File: src/verilog/tcc_regs.vh
`ifndef TCC_REGS_VH
`define TCC_REGS_VH

// counter width selection codes
`define TCC_WIDTH_16      2'h0
`define TCC_WIDTH_8       2'h1
`define TCC_WIDTH_32      2'h2
`define TCC_WIDTH_RST     2'h0

// top values per width
`define TCC_TOP_8         32'h000000FF
`define TCC_TOP_16        32'h0000FFFF
`define TCC_TOP_32        32'hFFFFFFFF

// divider selection codes: 1,2,4,8,16,64,256,1024
`define TCC_DIV_1         3'h0
`define TCC_DIV_2         3'h1
`define TCC_DIV_4         3'h2
`define TCC_DIV_8         3'h3
`define TCC_DIV_16        3'h4
`define TCC_DIV_64        3'h5
`define TCC_DIV_256       3'h6
`define TCC_DIV_1024      3'h7
`define TCC_DIV_RST       3'h0

// divider terminal counts (ratio minus one)
`define TCC_TC_1          10'h000
`define TCC_TC_2          10'h001
`define TCC_TC_4          10'h003
`define TCC_TC_8          10'h007
`define TCC_TC_16         10'h00F
`define TCC_TC_64         10'h03F
`define TCC_TC_256        10'h0FF
`define TCC_TC_1024       10'h3FF

`endif

File: src/verilog/tcc_core.v
`timescale 1ns/1ps
`include "tcc_regs.vh"

// Overview of operation
// [RULE1] count advances on routed events or on divided counting clock pulses
// [RULE2] width selectable 8, 16 or 32 bits; width sets the top value
// [RULE3] counts up or down; default up, wrapping to zero after top
// [RULE4] compare channel toggles its waveform output when count equals its value
// [RULE5] capture channel latches the count when its input event arrives
// [RULE6] keeps counting while its clock runs; requests and events work asleep
// [RULE7] even/odd pair share one counting clock; no per-instance clock choice
// [RULE8] bus-side configuration is synchronised into the counting domain
// [RULE9] counting suspends during debug halt unless told to keep running
// [RULE10] configuration writes lockable by access guard; values never locked
// [RULE11] locking lifted during debug halt and for external debugger writes
// [RULE12] requests and events on wrap and on compare match or capture
// [RULE13] divider ratios from one up to one pulse per 1024
// [RULE14] counter width defaults to 16 bits after reset
// [RULE15] two waveform outputs, one per channel, showing match toggles
module tcc_core
(
  input  wire        clk_i,
  input  wire        arst_n_i,
  input  wire        cfg_wr_tgl_i,
  input  wire        cfg_enable_i,
  input  wire [1:0]  cfg_width_i,
  input  wire        cfg_down_i,
  input  wire [2:0]  cfg_div_i,
  input  wire        cfg_evcount_i,
  input  wire [1:0]  cfg_capture_i,
  input  wire        cfg_dbg_run_i,
  input  wire [31:0] cc0_val_i,
  input  wire [31:0] cc1_val_i,
  input  wire        guard_lock_i,
  input  wire        ext_dbg_wr_i,
  input  wire        dbg_halt_i,
  input  wire        count_event_i,
  input  wire [1:0]  capture_event_i,
  output reg  [31:0] count_o,
  output reg  [31:0] capture0_o,
  output reg  [31:0] capture1_o,
  output reg  [1:0]  waveform_out_o,
  output reg         irq_wrap_o,
  output reg  [1:0]  irq_match_o,
  output reg         event_wrap_o,
  output reg  [1:0]  event_match_o,
  output reg         wr_refused_o
);

  // async inputs: stage one, stage two, and a third stage for edges
  reg        wr_s1_r;
  reg        wr_s2_r;
  reg        wr_s3_r;
  reg        halt_s1_r;
  reg        halt_s2_r;
  reg [2:0]  ev_s1_r;
  reg [2:0]  ev_s2_r;
  reg [2:0]  ev_s3_r;

  // configuration held in the counting domain
  reg        enable_r;
  reg [1:0]  width_r;
  reg        down_r;
  reg [2:0]  div_r;
  reg        evcount_r;
  reg [1:0]  capture_r;
  reg        dbg_run_r;
  reg [31:0] cc0_r;
  reg [31:0] cc1_r;

  wire        wr_pulse;
  wire [2:0]  ev_pulse;
  wire        unlocked;
  wire        run;
  wire        tick;
  wire        step;
  wire [31:0] top;
  wire        at_end;
  reg  [31:0] count_nxt;
  reg  [1:0]  hit;

  // top value for a width code
  function [31:0] tcc_top;
    input [1:0] w;
    begin
      case (w)
        `TCC_WIDTH_8:  tcc_top = `TCC_TOP_8;
        `TCC_WIDTH_32: tcc_top = `TCC_TOP_32;
        default:       tcc_top = `TCC_TOP_16;
      endcase
    end
  endfunction

  // two-flop synchronisers; edges look only at stages two and three
  always @(posedge clk_i or negedge arst_n_i)
  begin
    if (!arst_n_i)
    begin
      wr_s1_r   <= 1'b0;
      wr_s2_r   <= 1'b0;
      wr_s3_r   <= 1'b0;
      halt_s1_r <= 1'b0;
      halt_s2_r <= 1'b0;
      ev_s1_r   <= 3'h0;
      ev_s2_r   <= 3'h0;
      ev_s3_r   <= 3'h0;
    end
    else
    begin
      wr_s1_r   <= cfg_wr_tgl_i;                     // [RULE8]
      wr_s2_r   <= wr_s1_r;
      wr_s3_r   <= wr_s2_r;
      halt_s1_r <= dbg_halt_i;
      halt_s2_r <= halt_s1_r;
      ev_s1_r   <= {capture_event_i, count_event_i};
      ev_s2_r   <= ev_s1_r;
      ev_s3_r   <= ev_s2_r;
    end
  end

  assign wr_pulse = wr_s2_r ^ wr_s3_r;             // bus write toggle arrived [RULE8]
  assign ev_pulse = ev_s2_r & ~ev_s3_r;            // rising edge of each event line
  assign unlocked = !guard_lock_i || ext_dbg_wr_i || halt_s2_r;  // [RULE10] [RULE11]

  // config data is sampled only on the synchronised toggle, so the bus side
  // must hold it steady from its toggle until three counting clocks later
  always @(posedge clk_i or negedge arst_n_i)
  begin
    if (!arst_n_i)
    begin
      enable_r     <= 1'b0;
      width_r      <= `TCC_WIDTH_RST;                // [RULE14]
      down_r       <= 1'b0;                          // [RULE3]
      div_r        <= `TCC_DIV_RST;
      evcount_r    <= 1'b0;
      capture_r    <= 2'h0;
      dbg_run_r    <= 1'b0;
      cc0_r        <= 32'h00000000;
      cc1_r        <= 32'h00000000;
      wr_refused_o <= 1'b0;
    end
    else if (wr_pulse)
    begin
      cc0_r        <= cc0_val_i;                     // compare values never locked [RULE10]
      cc1_r        <= cc1_val_i;
      wr_refused_o <= !unlocked;
      if (unlocked)
      begin
        enable_r  <= cfg_enable_i;
        width_r   <= cfg_width_i;                    // [RULE2]
        down_r    <= cfg_down_i;
        div_r     <= cfg_div_i;
        evcount_r <= cfg_evcount_i;
        capture_r <= cfg_capture_i;
        dbg_run_r <= cfg_dbg_run_i;
      end
    end
  end

  // halted for debug unless told to keep running [RULE9]
  assign run = enable_r && (!halt_s2_r || dbg_run_r);

  tcc_prescaler u_prescaler
  (
    .clk_i    (clk_i),
    .arst_n_i (arst_n_i),
    .run_i    (run),
    .sel_i    (div_r),
    .tick_o   (tick)
  );

  // events bypass the divider [RULE1]
  assign step   = run && (evcount_r ? ev_pulse[0] : tick);
  assign top    = tcc_top(width_r);                // [RULE2]
  assign at_end = down_r ? (count_o == 32'h00000000) : (count_o == top);

  // next count and compare hits against the value being entered
  always @*
  begin
    count_nxt = count_o;
    hit       = 2'h0;
    if (step)
    begin
      if (at_end)
        count_nxt = down_r ? top : 32'h00000000;     // [RULE3]
      else if (down_r)
        count_nxt = count_o - 32'h00000001;
      else
        count_nxt = count_o + 32'h00000001;
      hit[0] = !capture_r[0] && (count_nxt == (cc0_r & top));  // [RULE4]
      hit[1] = !capture_r[1] && (count_nxt == (cc1_r & top));  // [RULE4]
    end
  end

  // counter, waveforms, captures and outgoing pulses; these keep working in
  // any low-power state as long as the counting clock runs [RULE6] [RULE7]
  always @(posedge clk_i or negedge arst_n_i)
  begin
    if (!arst_n_i)
    begin
      count_o        <= 32'h00000000;
      capture0_o     <= 32'h00000000;
      capture1_o     <= 32'h00000000;
      waveform_out_o <= 2'h0;
      irq_wrap_o     <= 1'b0;
      irq_match_o    <= 2'h0;
      event_wrap_o   <= 1'b0;
      event_match_o  <= 2'h0;
    end
    else
    begin
      // a width change may leave the count above the new top; mask it to the new width
      count_o        <= count_nxt & top;
      waveform_out_o <= waveform_out_o ^ hit;        // [RULE15]
      irq_wrap_o     <= step && at_end;              // [RULE12]
      event_wrap_o   <= step && at_end;              // [RULE12]
      irq_match_o    <= hit;
      event_match_o  <= hit;
      if (run && capture_r[0] && ev_pulse[1])
      begin
        capture0_o     <= count_o;                   // [RULE5]
        irq_match_o[0] <= 1'b1;                      // [RULE12]
        event_match_o[0] <= 1'b1;
      end
      if (run && capture_r[1] && ev_pulse[2])
      begin
        capture1_o     <= count_o;                   // [RULE5]
        irq_match_o[1] <= 1'b1;
        event_match_o[1] <= 1'b1;
      end
    end
  end

endmodule

File: src/verilog/tcc_prescaler.v
`timescale 1ns/1ps
`include "tcc_regs.vh"

module tcc_prescaler
(
  input  wire       clk_i,
  input  wire       arst_n_i,
  input  wire       run_i,
  input  wire [2:0] sel_i,
  output reg        tick_o
);

  reg  [9:0] div_cnt_r;
  wire [9:0] term_cnt;

  // map a selection code to its terminal count
  function [9:0] tcc_term;
    input [2:0] sel;
    begin
      case (sel)
        `TCC_DIV_1:    tcc_term = `TCC_TC_1;
        `TCC_DIV_2:    tcc_term = `TCC_TC_2;
        `TCC_DIV_4:    tcc_term = `TCC_TC_4;
        `TCC_DIV_8:    tcc_term = `TCC_TC_8;
        `TCC_DIV_16:   tcc_term = `TCC_TC_16;
        `TCC_DIV_64:   tcc_term = `TCC_TC_64;
        `TCC_DIV_256:  tcc_term = `TCC_TC_256;
        default:       tcc_term = `TCC_TC_1024;
      endcase
    end
  endfunction

  assign term_cnt = tcc_term(sel_i);

  // divider: one tick per selected number of clock cycles while running;
  // the >= compare keeps a ratio change from leaving the count stranded
  always @(posedge clk_i or negedge arst_n_i)
  begin
    if (!arst_n_i)
    begin
      div_cnt_r <= 10'h000;
      tick_o    <= 1'b0;
    end
    else if (!run_i)
    begin
      tick_o <= 1'b0;                               // tick cleared, divider count held while halted [RULE9]
    end
    else if (div_cnt_r >= term_cnt)
    begin
      div_cnt_r <= 10'h000;
      tick_o    <= 1'b1;                            // [RULE13]
    end
    else
    begin
      div_cnt_r <= div_cnt_r + 10'h001;
      tick_o    <= 1'b0;
    end
  end

endmodule

File: config.mk
export PLATFORM = sky130hd
export DESIGN_NAME = tcc_core
export DESIGN_NICKNAME = d
export VERILOG_FILES = /design/src/verilog/tcc_core.v /design/src/verilog/tcc_prescaler.v
export VERILOG_INCLUDE_DIRS = /design/src /design/src/verilog
export SDC_FILE = /design/constraint.sdc
export NUM_CORES = 1
export LEC_CHECK = 0
export ABC_CLOCK_PERIOD_IN_PS = 3900
export BUFFER_PORTS_ARGS = -buffer_cell sky130_fd_sc_hd__buf_2
export CAP_MARGIN = 30
export CORE_MARGIN = 2
export CORE_UTILIZATION = 35
export DETAILED_ROUTE_END_ITERATION = 7
export SLEW_MARGIN = 20
export SYNTH_ARGS = -nofsm -noshare
export SYNTH_HDL_FRONTEND = slang
export SYNTH_SLANG_ARGS = --single-unit
File: constraint.sdc
create_clock -name clk_i -period 3.9 [get_ports clk_i]
set_clock_uncertainty 0.2 [all_clocks]
set_input_delay 0.585 -clock clk_i [delete_from_list [all_inputs] [get_ports clk_i]]
set_output_delay 0.585 -clock clk_i [all_outputs]
set_load 0.02 [all_outputs]
==> out/qor.tcl, run 1 <==
set qor(num_io_pins) 189
set qor(violations) {negative setup slack}
set qor(timing.reg2reg.worst_path_depth) 14
set qor(post_route_ant_nets) 0
set qor(timing_worst_setup_path_type) {flop to flop}
set qor(worst_setup_hold_path_clk_slew_ns) 0.06
set qor(cts_root_buffer) {clkbuf_16}
set qor(grt_antenna_before_repair) 1
set qor(regToRegStartpoint) {down_r}
set qor(final_routed_wirelength_across_all_metal_layers_um) 48100
set qor(start_util_pct) 35.6
set qor(yosysWarningCount) 0
set qor(worst_setup_end_kind) {flop}
set qor(synth-edff-count) 0
set qor(cts.sinks) 202
set qor(layout-area-overhead-vs-synth_pct) 47.5
set qor(gp_congestion) 1.03
set qor(synth-seq-area-share_pct) 40.8
set qor(worst_hold_startpoint) {cfg_div_i[2]}
set qor(final_hold_fails) 0
set qor(placed_cells) 2194
set qor(globalRouteMet3Util_pct) 3.84
set qor(port_buffers) 188
set qor(dr.first_iter.drc_count) 898
set qor(finalPower_w) 0.0127
set qor(synth-main-ff-cell) {dfrtp_1}
set qor(r2r_slack_ns) -0.23
set qor(timing.critical_path.slowest_stage_cell) {or4b_2}
set qor(post_route_cells_drive_above_1_share_pct) 47.5
set qor(crit_required_ns) 4.12
set qor(first_global_vias) 12400
set qor(crit_top_cell) {buf_4}
set qor(num_vias) 12700
set qor(global_route_layer_with_the_greatest_usage) {met2}
set qor(post_drt_wl_per_cell_um) 21.1
set qor(chipHeight_um) 192
set qor(whs_path_depth) 3
set qor(power.ir.vdd_worst_uv) 404
set qor(synth_top_family_by_area) {compound AO/OA/AOI/OAI gates}
set qor(clock_tree.htree_level_count) 1
set qor(grt_first_pass_wirelength_um) 72300
set qor(max_clock_freq_mhz) 242
set qor(gr_overflow_total) 0
set qor(worst_hold_slack_ns) 0.0476
set qor(crit_chain) {buf_6, ha_1, buf_4, nand2_1, o21ai_1, buf_4, o211a_4, or2_1, o311a_4, buf_4, or4b_2, a41oi_2, o2111ai_4, xnor2_1}
set qor(antenna_cells_inserted) 0
set qor(globalRouteMet1Util_pct) 37.1
set qor(drt_drc_violations_left) 0
set qor(worstSetupStartpointType) {flop}
set qor(r2r_end) {waveform_out_o[0]}
set qor(post_synth_instance_area_um2) 12400
set qor(die_w_um) 192
set qor(use_met2_pct) 38.4
set qor(synth_fa_ha_area_share_pct) 4.31
set qor(synth.area.mux_share_pct) 12.7
set qor(status) {complete, but fails checks}
set qor(postSynthCellCount) 1297
set qor(regArea_um2) 5060
set qor(drt_pre_antenna_iters) 5
set qor(grt_start_max_net_pins) 99
set qor(timing.final.crit_share_pct) 106
set qor(layout.filler_cells) 3201
set qor(postSynthNetCount) 1423
set qor(latest_clock_arrival_within_the_worst_skew_pair_ns) 0.55
set qor(instances_no_fill) 2275
set qor(cp_data_arrival_time_ns) 4.35
set qor(setup-violations-final) 4
set qor(synthesis.area_per_instance_um2) 9.54
set qor(cts_buffers) 25
set qor(max-cap-violations) 0
set qor(setup_repair_after_global_routing_missed_its_margin) {yes}
set qor(grt_util_all_layers_pct) 25.8
set qor(total_of_flip_flops_plus_latches_after_synthesis) 202
set qor(cts_tree) {built}
set qor(timing_max_transition_violations_final) 0
set qor(worstHoldEndpoint) {div_r[2]}
set qor(detailedPlace.worstSlack_ns) -0.529
set qor(synth_xor_area_share_pct) 1.91
set qor(critical-path-max-stage-delay_ns) 0.64
set qor(worst_slew_margin_rel_pct) 43.9
set qor(multiInputGateArea_um2) 7880
set qor(ctsLongestPathBuffers) 3
set qor(critical_path_peak_fanout) 7
set qor(synth_compound_gate_area_share_pct) 20.3
set qor(synth.lib_cells_used.distinct) 82
set qor(design.final.nets) 1927
set qor(holdCritPathClass) {primary input to flop}
set qor(cellLeakagePower_nw) 8.61
set qor(timing_worst_slew_pin_value_ns) 0.842
set qor(timing.final.ws_setup_ns) -0.229
set qor(finalCriticalPeriod_ns) 4.13
set qor(coreArea_um2) 34700
set qor(dp.final_hpwl_um) 37200
set qor(synth_async_sr_flop_share_pct) 100
set qor(std_cell_rows) 68
set qor(vias_per_cell) 5.56
set qor(fin_setup_tns_ns) -0.658
set qor(dieArea_um2) 36900
set qor(synthSimpleGateAreaFrac_pct) 16.8
set qor(power_density_nw_per_um2) 698
layout by cell type, fill, tap and decap left out, drive strengths merged, types with 8 or more instances in the layout:
master   synthesis  routed
nand4           32      32
nand2b           8       8
xor2            16      16
a21o            19      19
a211oi          17      17
nand2          108     108
dfrtp          202     202
inv             23      24
nor4            23      23
nand3           30      30
ha              41      41
nor3            27      27
buf             21     539
mux2           134     134
and2             9       9
a31oi           17      17
o22ai           11      11
and3            16      16
nor2           108     108
o31ai           13      13
or4              8       8
o21ai           86      86
clkbuf          49      37
or3             15      15
o2bb2ai          9       9
a21oi           96      96
o211ai          16      16
xnor2           11      11
registers in the layout, summed over array words and instances, names as in the netlist, 3 cells and up:
signal / flops
capture0_o: 32
capture1_o: 32
cc0_r: 32
cc1_r: 32
count_o: 32
div_r: 3
ev_s1_r: 3
ev_s2_r: 3
ev_s3_r: 3
u_prescaler.div_cnt_r: 10
worst max-delay path by stage:
stage | startpoint | to | slack [ns] | cells after the start
3_3_place_gp | down_r | waveform_out_o[1] | -0.74 | 15
5_1_grt | down_r | waveform_out_o[0] | -0.46 | 16
2_1_floorplan | down_r | waveform_out_o[0] | -0.001 | 11
4_1_cts | down_r | waveform_out_o[0] | -0.16 | 17
3_5_place_dp | down_r | waveform_out_o[0] | -0.53 | 15
6_report | down_r | waveform_out_o[0] | -0.23 | 14
metal layers:
layer  up-vias  routed length (um)  share of wire [%]
met2       459               20600                 43
met5         -                  13              0.027
met1      6165               22200                 46
met3        96                3170                6.6
met4         2                2100                4.4
li1       5938                   -                  -
area by class of cell:
cell class | count | area share, %
inverters | 23 | 0.473
repair buffers | 547 | 20.8
flip-flops and latches | 202 | 27.7
clock inverters | 11 | 0.692
well taps | 455 | 3.12
clock buffers | 35 | 3.96
multi-input cells | 1002 | 43.2
cell usage after synthesis (4+ instances only):
cell       count  area share [%]
nor3_1        27             1.1
a31oi_1       17            0.86
o22ai_1       11            0.56
a221oi_1       4            0.28
clkbuf_1      49             1.5
xnor2_1       11            0.78
nor2_1       108             3.3
and3_1        15            0.76
nand3_1       30             1.2
buf_2         10            0.40
a211o_1        6            0.42
nor4b_1        6            0.42
nand2b_1       8            0.40
o21a_1         6            0.36
and4_1         6            0.42
mux2i_1        6            0.49
o21ai_1       11            0.44
nand3b_1       5            0.30
a21o_1        19             1.2
o21ai_0       75             3.0
o31ai_1       13            0.79
o2bb2ai_1      9            0.64
nand2_1      108             3.3
nor2b_1        4            0.20
a22o_1         4            0.28
a32oi_1        6            0.42
nand4b_1       4            0.28
o211ai_1      15            0.91
a211oi_1      16            0.97
nor4_1        22             1.1
o211a_1        6            0.49
buf_1          6            0.18
or3_1         15            0.76
or4_1          8            0.49
xor2_1        16             1.1
a2111oi_0      6            0.42
inv_1         23            0.70
ha_1          41             4.1
a21oi_1       95             3.8
and2_1         9            0.45
dfrtp_1      202              41
mux2_2       134              12
nand4_1       32             1.6
o2111ai_1      6            0.42
power by group:
group,internal [W],switching (W)
clock,0.00143,0.000929
sequential,0.00250,0.000387
combinational,0.00348,0.00400
total,0.00741,0.00532
metrics by stage:
| stage | cell area, um2 | utilization (%) |
|---|---|---|
| floorplan | 12400 | - |
| global route | 18300 | 52.6 |
| detailed placement | 16100 | 46.5 |
| CTS | 17700 | 51.0 |
| global placement | 16100 | 46.5 |
| finish | 18300 | 52.6 |
critical path: cells and delay by family (launching register included):
kind	cells	cell delay (ns)
simple gates	3	1.00
flops	1	0.55
buf+inv	4	0.64
fa+ha+maj	1	0.29
xor+xnor	1	0.16
compound gates	5	1.16
cells by family (layout without fill, tap and decap cells):
kind of cell    after synthesis  in the layout
simple gates                418            418
compound gates              375            375
flops                       202            202
xor+xnor                     27             27
buf+inv                      93            616
fa+ha+maj                    42             42
mux                         140            140
what timing repair did:
action	in CTS	in global routing
setup endpoints to repair	4	4
pin swaps	25	26
endpoints found under the hold margin	80	0
hold buffers	6	0
buffers inserted	16	13
gates resized for setup	101	78
cloned	0	1
Power figures use the tool's default switching activity.
==> run 2, diff against run 1 <==
--- a/config.mk
+++ b/config.mk
@@ -6,7 +6,7 @@
 export SDC_FILE = /design/constraint.sdc
 export NUM_CORES = 1
 export LEC_CHECK = 0
-export ABC_CLOCK_PERIOD_IN_PS = 3900
+export ABC_CLOCK_PERIOD_IN_PS = 5000
 export BUFFER_PORTS_ARGS = -buffer_cell sky130_fd_sc_hd__buf_2
 export CAP_MARGIN = 30
 export CORE_MARGIN = 2
==> constraint.sdc (replaced) <==
create_clock -name clk_i -period 5 [get_ports clk_i]
set_clock_uncertainty 0.2 [all_clocks]
set_input_delay 0.75 -clock clk_i [delete_from_list [all_inputs] [get_ports clk_i]]
set_output_delay 0.75 -clock clk_i [all_outputs]
set_load 0.02 [all_outputs]
==> run 2 against run 1 <==
  * The flow now finishes without violations
  * First-iteration DRC count is 16% higher
  * Non-clock buffer count decreased by 268
  * Sequential power down 20%
  * Largest cell class unchanged
==> out/qor.tcl, run 2 (synthesized netlist as in run 1, its figures left out) <==
set qor(grt_util_all_layers_pct) 23.7 ;# was 25.8%
set qor(power.ir.vdd_worst_uv) 301 ;# was 404 uV
set qor(ctsLongestPathBuffers) 3 ;# unchanged
set qor(dp.final_hpwl_um) 33900 ;# was 37,200 um
set qor(coreArea_um2) 34700 ;# unchanged
set qor(cts_buffers) 23 ;# was 25
set qor(worst_hold_slack_ns) 0.129 ;# was 0.0476 ns
set qor(critical-path-max-stage-delay_ns) 0.76 ;# was 0.64 ns
set qor(worstSetupStartpointType) {flop} ;# unchanged
set qor(max_clock_freq_mhz) 209 ;# was 242 MHz
set qor(port_buffers) 188 ;# unchanged
set qor(post_route_ant_nets) 0 ;# unchanged
set qor(crit_top_cell) {buf_4} ;# unchanged
set qor(ctsHoldBuffers) 0 ;# was 6
set qor(timing_max_transition_violations_final) 0 ;# unchanged
set qor(vias_per_cell) 5.82 ;# was 5.56
set qor(clock_tree.htree_level_count) 1 ;# unchanged
set qor(timing.critical_path.from) {count_o[27]} ;# was down_r
set qor(critical_path_peak_fanout) 15 ;# was 7
set qor(timing.final.crit_share_pct) 95.5 ;# was 106%
set qor(grt_first_pass_wirelength_um) 66700 ;# was 72,300 um
set qor(layout-area-overhead-vs-synth_pct) 21.7 ;# was 47.5%
set qor(most-common-layout-cells) {dfrtp_1, buf_2, mux2_2} ;# was buf_4, dfrtp_1, buf_2
set qor(num_io_pins) 189 ;# unchanged
set qor(chipHeight_um) 192 ;# unchanged
set qor(finalCriticalPeriod_ns) 4.78 ;# was 4.13 ns
set qor(dieArea_um2) 36900 ;# unchanged
set qor(cts.sinks) 202 ;# unchanged
set qor(num_vias) 11600 ;# was 12,700
set qor(holdCritPathClass) {primary input to asynchronous set/reset pin} ;# was primary input to flop
set qor(leading_cell_type_in_the_layout_fill_and_taps_excluded) {dfrtp_1} ;# was buf_4
set qor(post_drt_wl_per_cell_um) 22.0 ;# was 21.1 um
set qor(post_route_cells_drive_above_1_share_pct) 30.1 ;# was 47.5%
set qor(design.final.nets) 1657 ;# was 1,927
set qor(latest_clock_arrival_within_the_worst_skew_pair_ns) 0.53 ;# was 0.55 ns
set qor(status) {finished, final reports clean} ;# was complete, but fails checks
set qor(cts_root_buffer) {clkbuf_16} ;# unchanged
set qor(drt_pre_antenna_iters) 6 ;# was 5
set qor(crit_required_ns) 5.24 ;# was 4.12 ns
set qor(antenna_cells_inserted) 0 ;# unchanged
set qor(die_w_um) 192 ;# unchanged
set qor(drt_drc_violations_left) 0 ;# unchanged
set qor(crit_chain) {nor4_1, nand4_1, buf_4, nand2b_1, o311ai_4, buf_4, nor2_1, or4_1, a311o_1, nor4_1, buf_4, o2111a_1, xor2_1} ;# was buf_6, ha_1, buf_4, nand2_1, o21ai_1, buf_4, o211a_4, or2_1, o311a_4, buf_4, or4b_2, a41oi_2, o2111ai_4, xnor2_1
set qor(grt_start_max_net_pins) 99 ;# unchanged
set qor(timing_worst_setup_path_type) {flop to flop} ;# unchanged
set qor(timing.critical_path.slowest_stage_cell) {o311ai_4} ;# was or4b_2
set qor(setup-violations-final) 0 ;# was 4
set qor(max-cap-violations) 0 ;# unchanged
set qor(cts_tree) {built} ;# unchanged
set qor(power_density_nw_per_um2) 531 ;# was 698 nW/um2
set qor(worst_setup_hold_path_clk_slew_ns) 0.06 ;# about the same
set qor(fin_setup_tns_ns) 0 ;# was -0.658 ns
set qor(dr.first_iter.drc_count) 1043 ;# was 898
set qor(timing_worst_slew_pin_value_ns) 0.894 ;# was 0.842 ns
set qor(final_routed_wirelength_across_all_metal_layers_um) 44000 ;# was 48,100 um
set qor(regToRegStartpoint) {count_o[27]} ;# was down_r
set qor(cellLeakagePower_nw) 7.06 ;# was 8.61 nW
set qor(std_cell_rows) 68 ;# unchanged
set qor(first_global_vias) 11000 ;# was 12,400
set qor(cp_data_arrival_time_ns) 5.01 ;# was 4.35 ns
set qor(detailedPlace.worstSlack_ns) 0.288 ;# was -0.529 ns
set qor(worst_setup_end_kind) {flop} ;# unchanged
set qor(grt_antenna_before_repair) 0 ;# was 1
set qor(cts_setup_buffers) 0 ;# was 16
set qor(start_util_pct) 35.6 ;# unchanged
set qor(postCtsResizedCells) 0 ;# was 101
set qor(final_hold_fails) 0 ;# unchanged
set qor(timing.final.ws_setup_ns) 0.224 ;# was -0.229 ns
set qor(gp_congestion) 1.02 ;# was 1.03
set qor(gr_overflow_total) 0 ;# unchanged
set qor(setup_repair_after_global_routing_missed_its_margin) {no} ;# was yes
set qor(worst_slew_margin_rel_pct) 40.3 ;# was 43.9%
set qor(layout.filler_cells) 3483 ;# was 3,201
-- run 2: changes by cell type in the layout (fill, tap and decap cells not counted), moves of 6 or more --
cell	before	now
a211oi_2	8	1
a21oi_2	24	2
buf_6	7	1
a2111oi_0	0	6
a21oi_1	68	94
dlygate4sd3_1	6	0
buf_12	8	2
a211oi_1	8	16
buf_4	337	88
o21ai_2	6	0
ha_1	21	41
o21ai_0	64	75
ha_4	18	0
-- run 2: through the flow --
stage	std cells	instance area, um2	power, W	utilization (%)
final	2001	15100	0.00800	43.4
after global routing	2001	15100	0.00851	43.4
after CTS	2001	15100	0.00799	43.4
after detailed placement	1961	14300	0.00633	41.3
after global placement	1960	14300	0.00630	41.3
after floorplan	1297	12400	0.00470	-
-- run 2: final cells by class --
| cell class | count | area (um2) | area share [%] |
|---|---|---|---|
| inverters | 23 | 86.3 | 0.573 |
| well taps | 455 | 569 | 3.78 |
| clock buffers | 33 | 643 | 4.27 |
| clock inverters | 7 | 71.3 | 0.474 |
| multi-input cells | 1002 | 6970 | 46.3 |
| repair buffers | 279 | 1660 | 11.0 |
| flip-flops and latches | 202 | 5050 | 33.6 |
-- run 2: worst max-delay path: cells and delay by family, from the launching register on --
kind	cells	cell delay (ns)
AO/OA/AOI/OAI	3	1.21
buffers and inverters	3	0.73
flip-flops	1	0.48
XOR/XNOR	1	0.14
AND/OR/NAND/NOR	6	1.93
-- run 2: final timing paths --
check,slack [ns],to,cells after the start
max,0.22,waveform_out_o[1],13
min,0.13,capture0_o[20],1
max reg2reg,0.22,waveform_out_o[1],13
min reg2reg,0.14,ev_s2_r[2],0
max in group asynchronous,3.47,cc1_r[18],2
min in group clk_i,0.13,ev_s1_r[0],1
-- run 2: report_power, final --
group	switching (W)	internal, W
clock	0.000668	0.000944
combinational	0.00252	0.00156
sequential	0.000360	0.00195
total	0.00355	0.00445
-- run 2: layer usage --
layer	GRT usage (%)	part of all wire [%]
met1	35.5	48
met3	2.70	6.6
met5	0	0
met2	35.4	43
met4	7.34	3.0
==> run 3, diff against run 2 <==
--- a/config.mk
+++ b/config.mk
@@ -10,8 +10,9 @@
 export BUFFER_PORTS_ARGS = -buffer_cell sky130_fd_sc_hd__buf_2
 export CAP_MARGIN = 30
 export CORE_MARGIN = 2
-export CORE_UTILIZATION = 35
+export CORE_UTILIZATION = 62
 export DETAILED_ROUTE_END_ITERATION = 7
+export PLACE_DENSITY = 0.86
 export SLEW_MARGIN = 20
 export SYNTH_ARGS = -nofsm -noshare
 export SYNTH_HDL_FRONTEND = slang
==> run 3 against run 2 <==
  * Critical path depth shrank 2
  * Design area fell by 3.8%
  * Combinational power decreased by 3%
  * Utilization up 31 points
  * Worst hold slack worse by 0.047 ns
  * Critical path type unchanged
==> out/qor.tcl, run 3 (synthesized netlist as in run 1, its figures left out) <==
set qor(p_clk_share_pct) 19.7 ;# was 20.2%
set qor(grt_first_pass_wirelength_um) 66600 ;# was 66,700 um
set qor(std_cell_rows) 51 ;# was 68
set qor(cts_tree) {built} ;# unchanged
set qor(latest_clock_arrival_within_the_worst_skew_pair_ns) 0.52 ;# was 0.53 ns
set qor(start_util_pct) 63.4 ;# was 35.6%
set qor(use_met2_pct) 61.0 ;# was 35.4%
set qor(chipHeight_um) 145 ;# was 192 um
set qor(finalCriticalPeriod_ns) 4.78 ;# about the same
set qor(post_route_ant_nets) 0 ;# unchanged
set qor(critical_path_peak_fanout) 20 ;# was 15
set qor(cts_root_buffer) {clkbuf_16} ;# unchanged
set qor(dp.final_hpwl_um) 31800 ;# was 33,900 um
set qor(worst_setup_end_kind) {flop} ;# unchanged
set qor(dieArea_um2) 21100 ;# was 36,900 um2
set qor(sw_power_w) 0.00356 ;# was 0.00355 W
set qor(r2r_end) {waveform_out_o[0]} ;# was waveform_out_o[1]
set qor(gp_congestion) 1.07 ;# was 1.02
set qor(global_route_layer_with_the_greatest_usage) {met2} ;# was met1
set qor(drt_pre_antenna_iters) 6 ;# unchanged
set qor(cellInternalPower_w) 0.00426 ;# was 0.00445 W
set qor(crit_required_ns) 5.20 ;# was 5.24 ns
set qor(setup-violations-final) 0 ;# unchanged
set qor(cts.sinks) 202 ;# unchanged
set qor(die_w_um) 145 ;# was 192 um
set qor(port_buffers) 188 ;# unchanged
set qor(timing_worst_setup_path_type) {flop to flop} ;# unchanged
set qor(globalRouteMet1Util_pct) 55.4 ;# was 35.5%
set qor(cp_data_arrival_time_ns) 4.98 ;# was 5.01 ns
set qor(max-cap-violations) 0 ;# unchanged
set qor(stdcell_area_um2) 14500 ;# was 15,100 um2
set qor(r2r_slack_ns) 0.22 ;# about the same
set qor(vias_per_cell) 6.87 ;# was 5.82
set qor(worstSetupStartpointType) {flop} ;# unchanged
set qor(post_drt_wl_per_cell_um) 24.2 ;# was 22.0 um
set qor(combPwrFrac_pct) 50.4 ;# was 51.0%
set qor(timing_max_transition_violations_final) 0 ;# unchanged
set qor(p_sw_share_pct) 45.5 ;# was 44.4%
set qor(most-common-layout-cells) {dfrtp_1, buf_2, mux2_2} ;# unchanged
set qor(design.final.nets) 1617 ;# was 1,657
set qor(grt_util_all_layers_pct) 40.1 ;# was 23.7%
set qor(critical-path-max-stage-delay_ns) 0.88 ;# was 0.76 ns
set qor(worst_setup_hold_path_clk_slew_ns) 0.06 ;# about the same
set qor(timing.reg2reg.worst_path_depth) 11 ;# was 13
set qor(layout-area-overhead-vs-synth_pct) 17.0 ;# was 21.7%
set qor(clock_tree.htree_level_count) 1 ;# unchanged
set qor(final_hold_fails) 0 ;# unchanged
set qor(first_global_vias) 11800 ;# was 11,000
set qor(timing.final.crit_share_pct) 95.7 ;# was 95.5%
set qor(power.ir.vdd_worst_uv) 394 ;# was 301 uV
set qor(timing_worst_slew_pin_value_ns) 0.935 ;# was 0.894 ns
set qor(cellLeakagePower_nw) 6.85 ;# was 7.06 nW
set qor(leading_cell_type_in_the_layout_fill_and_taps_excluded) {dfrtp_1} ;# unchanged
set qor(setup_repair_after_global_routing_missed_its_margin) {no} ;# unchanged
set qor(gr_overflow_total) 0 ;# unchanged
set qor(globalRouteMet3Util_pct) 8.93 ;# was 2.70%
set qor(ctsLongestPathBuffers) 3 ;# unchanged
set qor(dr.first_iter.drc_count) 1412 ;# was 1,043
set qor(holdCritPathClass) {primary input to asynchronous set/reset pin} ;# unchanged
set qor(cts_buffers) 21 ;# was 23
set qor(crit_chain) {nor4_1, nand4_1, or4_1, o311ai_4, nor2_1, a32o_1, or4_1, nor4_1, buf_4, o2111ai_1, xnor2_1} ;# was nor4_1, nand4_1, buf_4, nand2b_1, o311ai_4, buf_4, nor2_1, or4_1, a311o_1, nor4_1, buf_4, o2111a_1, xor2_1
set qor(post_route_cells_drive_above_1_share_pct) 28.6 ;# was 30.1%
set qor(fin_setup_tns_ns) 0 ;# unchanged
set qor(grt_antenna_before_repair) 2 ;# was 0
set qor(power_density_nw_per_um2) 540 ;# was 531 nW/um2
set qor(placedInstanceArea_um2) 13800 ;# was 14,300 um2
set qor(coreArea_um2) 19500 ;# was 34,700 um2
set qor(num_vias) 12200 ;# was 11,600
set qor(status) {finished, final reports clean} ;# unchanged
set qor(grt_start_max_net_pins) 97 ;# was 99
set qor(timing.critical_path.slowest_stage_cell) {or4_1} ;# was o311ai_4
set qor(max_clock_freq_mhz) 209 ;# about the same
set qor(worst_slew_margin_rel_pct) 37.5 ;# was 40.3%
set qor(regToRegStartpoint) {count_o[17]} ;# was count_o[27]
set qor(final_routed_wirelength_across_all_metal_layers_um) 42900 ;# was 44,000 um
set qor(ctsHoldBuffers) 0 ;# unchanged
set qor(num_io_pins) 189 ;# unchanged
set qor(power_frac_seq_pct) 29.9 ;# was 28.9%
set qor(drt_drc_violations_left) 0 ;# unchanged
## run 3: changes by cell type in the layout (fill, tap and decap cells not counted), sizes merged
cell      before  now
buf          278  240
clkbuf        34   28
clkinvlp       0    1
diode          0    1
inv           24   25
## run 3: timing repair
action	CTS	global route
setup buffers	0	0
endpoints found under the setup margin	0	2
resized for setup	0	2
## run 3: metal layers
| layer | vias to the layer above | part of all wire, % |
|---|---|---|
| met5 | - | 0.026 |
| met3 | 140 | 11 |
| met2 | 819 | 44 |
| met4 | 2 | 4.9 |
| met1 | 5892 | 40 |
| li1 | 5310 | - |
## run 3: power groups by stage
stage          clock network [W]  registers, W  logic [W]
3_3_place_gp                   0       0.00232    0.00370
6_report                 0.00154       0.00234    0.00394
3_5_place_dp                   0       0.00234    0.00376
2_1_floorplan                  0       0.00248    0.00222
4_1_cts                  0.00155       0.00232    0.00380
5_1_grt                  0.00162       0.00238    0.00416
## run 3: worst max-delay path by stage
stage / slack, ns / startpoint / end
global route: 0.007 / count_o[7] / waveform_out_o[1]
finish: 0.22 / count_o[17] / waveform_out_o[0]
CTS: 0.28 / count_o[17] / waveform_out_o[0]
detailed placement: 0.32 / count_o[17] / waveform_out_o[0]
floorplan: 0.71 / down_r / waveform_out_o[0]
global placement: 0.35 / count_o[17] / waveform_out_o[0]
## run 3: cell type report
| class | instances | area [um2] |
|---|---|---|
| tap | 265 | 332 |
| sequential | 202 | 5060 |
| multi-input combinational | 1002 | 6980 |
| clock inverter | 9 | 80.1 |
| antenna | 1 | 2.50 |
| inverter | 23 | 86.3 |
| fill | 1402 | 5040 |
| timing repair buffer | 241 | 1360 |
| clock buffer | 27 | 588 |
## run 3: critical path, delay by kind of cell, from the launching register on
kind / cells / cell delay [ns]
and+or+nand+nor: 6 / 2.82
AOI/OAI and AO/OA: 3 / 0.79
DFF: 1 / 0.49
buffers and inverters: 1 / 0.18
xor gates and xnor gates: 1 / 0.18
## run 3: stage by stage
stage	utilization, %	worst slack, ns	instances	hold WS, ns	power (W)
6_report	74.2	0.215	1770	0.0816	0.00782
2_1_floorplan	-	0.714	1297	0.131	0.00470
3_5_place_dp	70.7	0.317	1733	0.136	0.00610
4_1_cts	74.1	0.280	1769	0.106	0.00767
5_1_grt	74.2	0.00687	1769	0.136	0.00816
3_3_place_gp	70.7	0.353	1733	0.133	0.00602
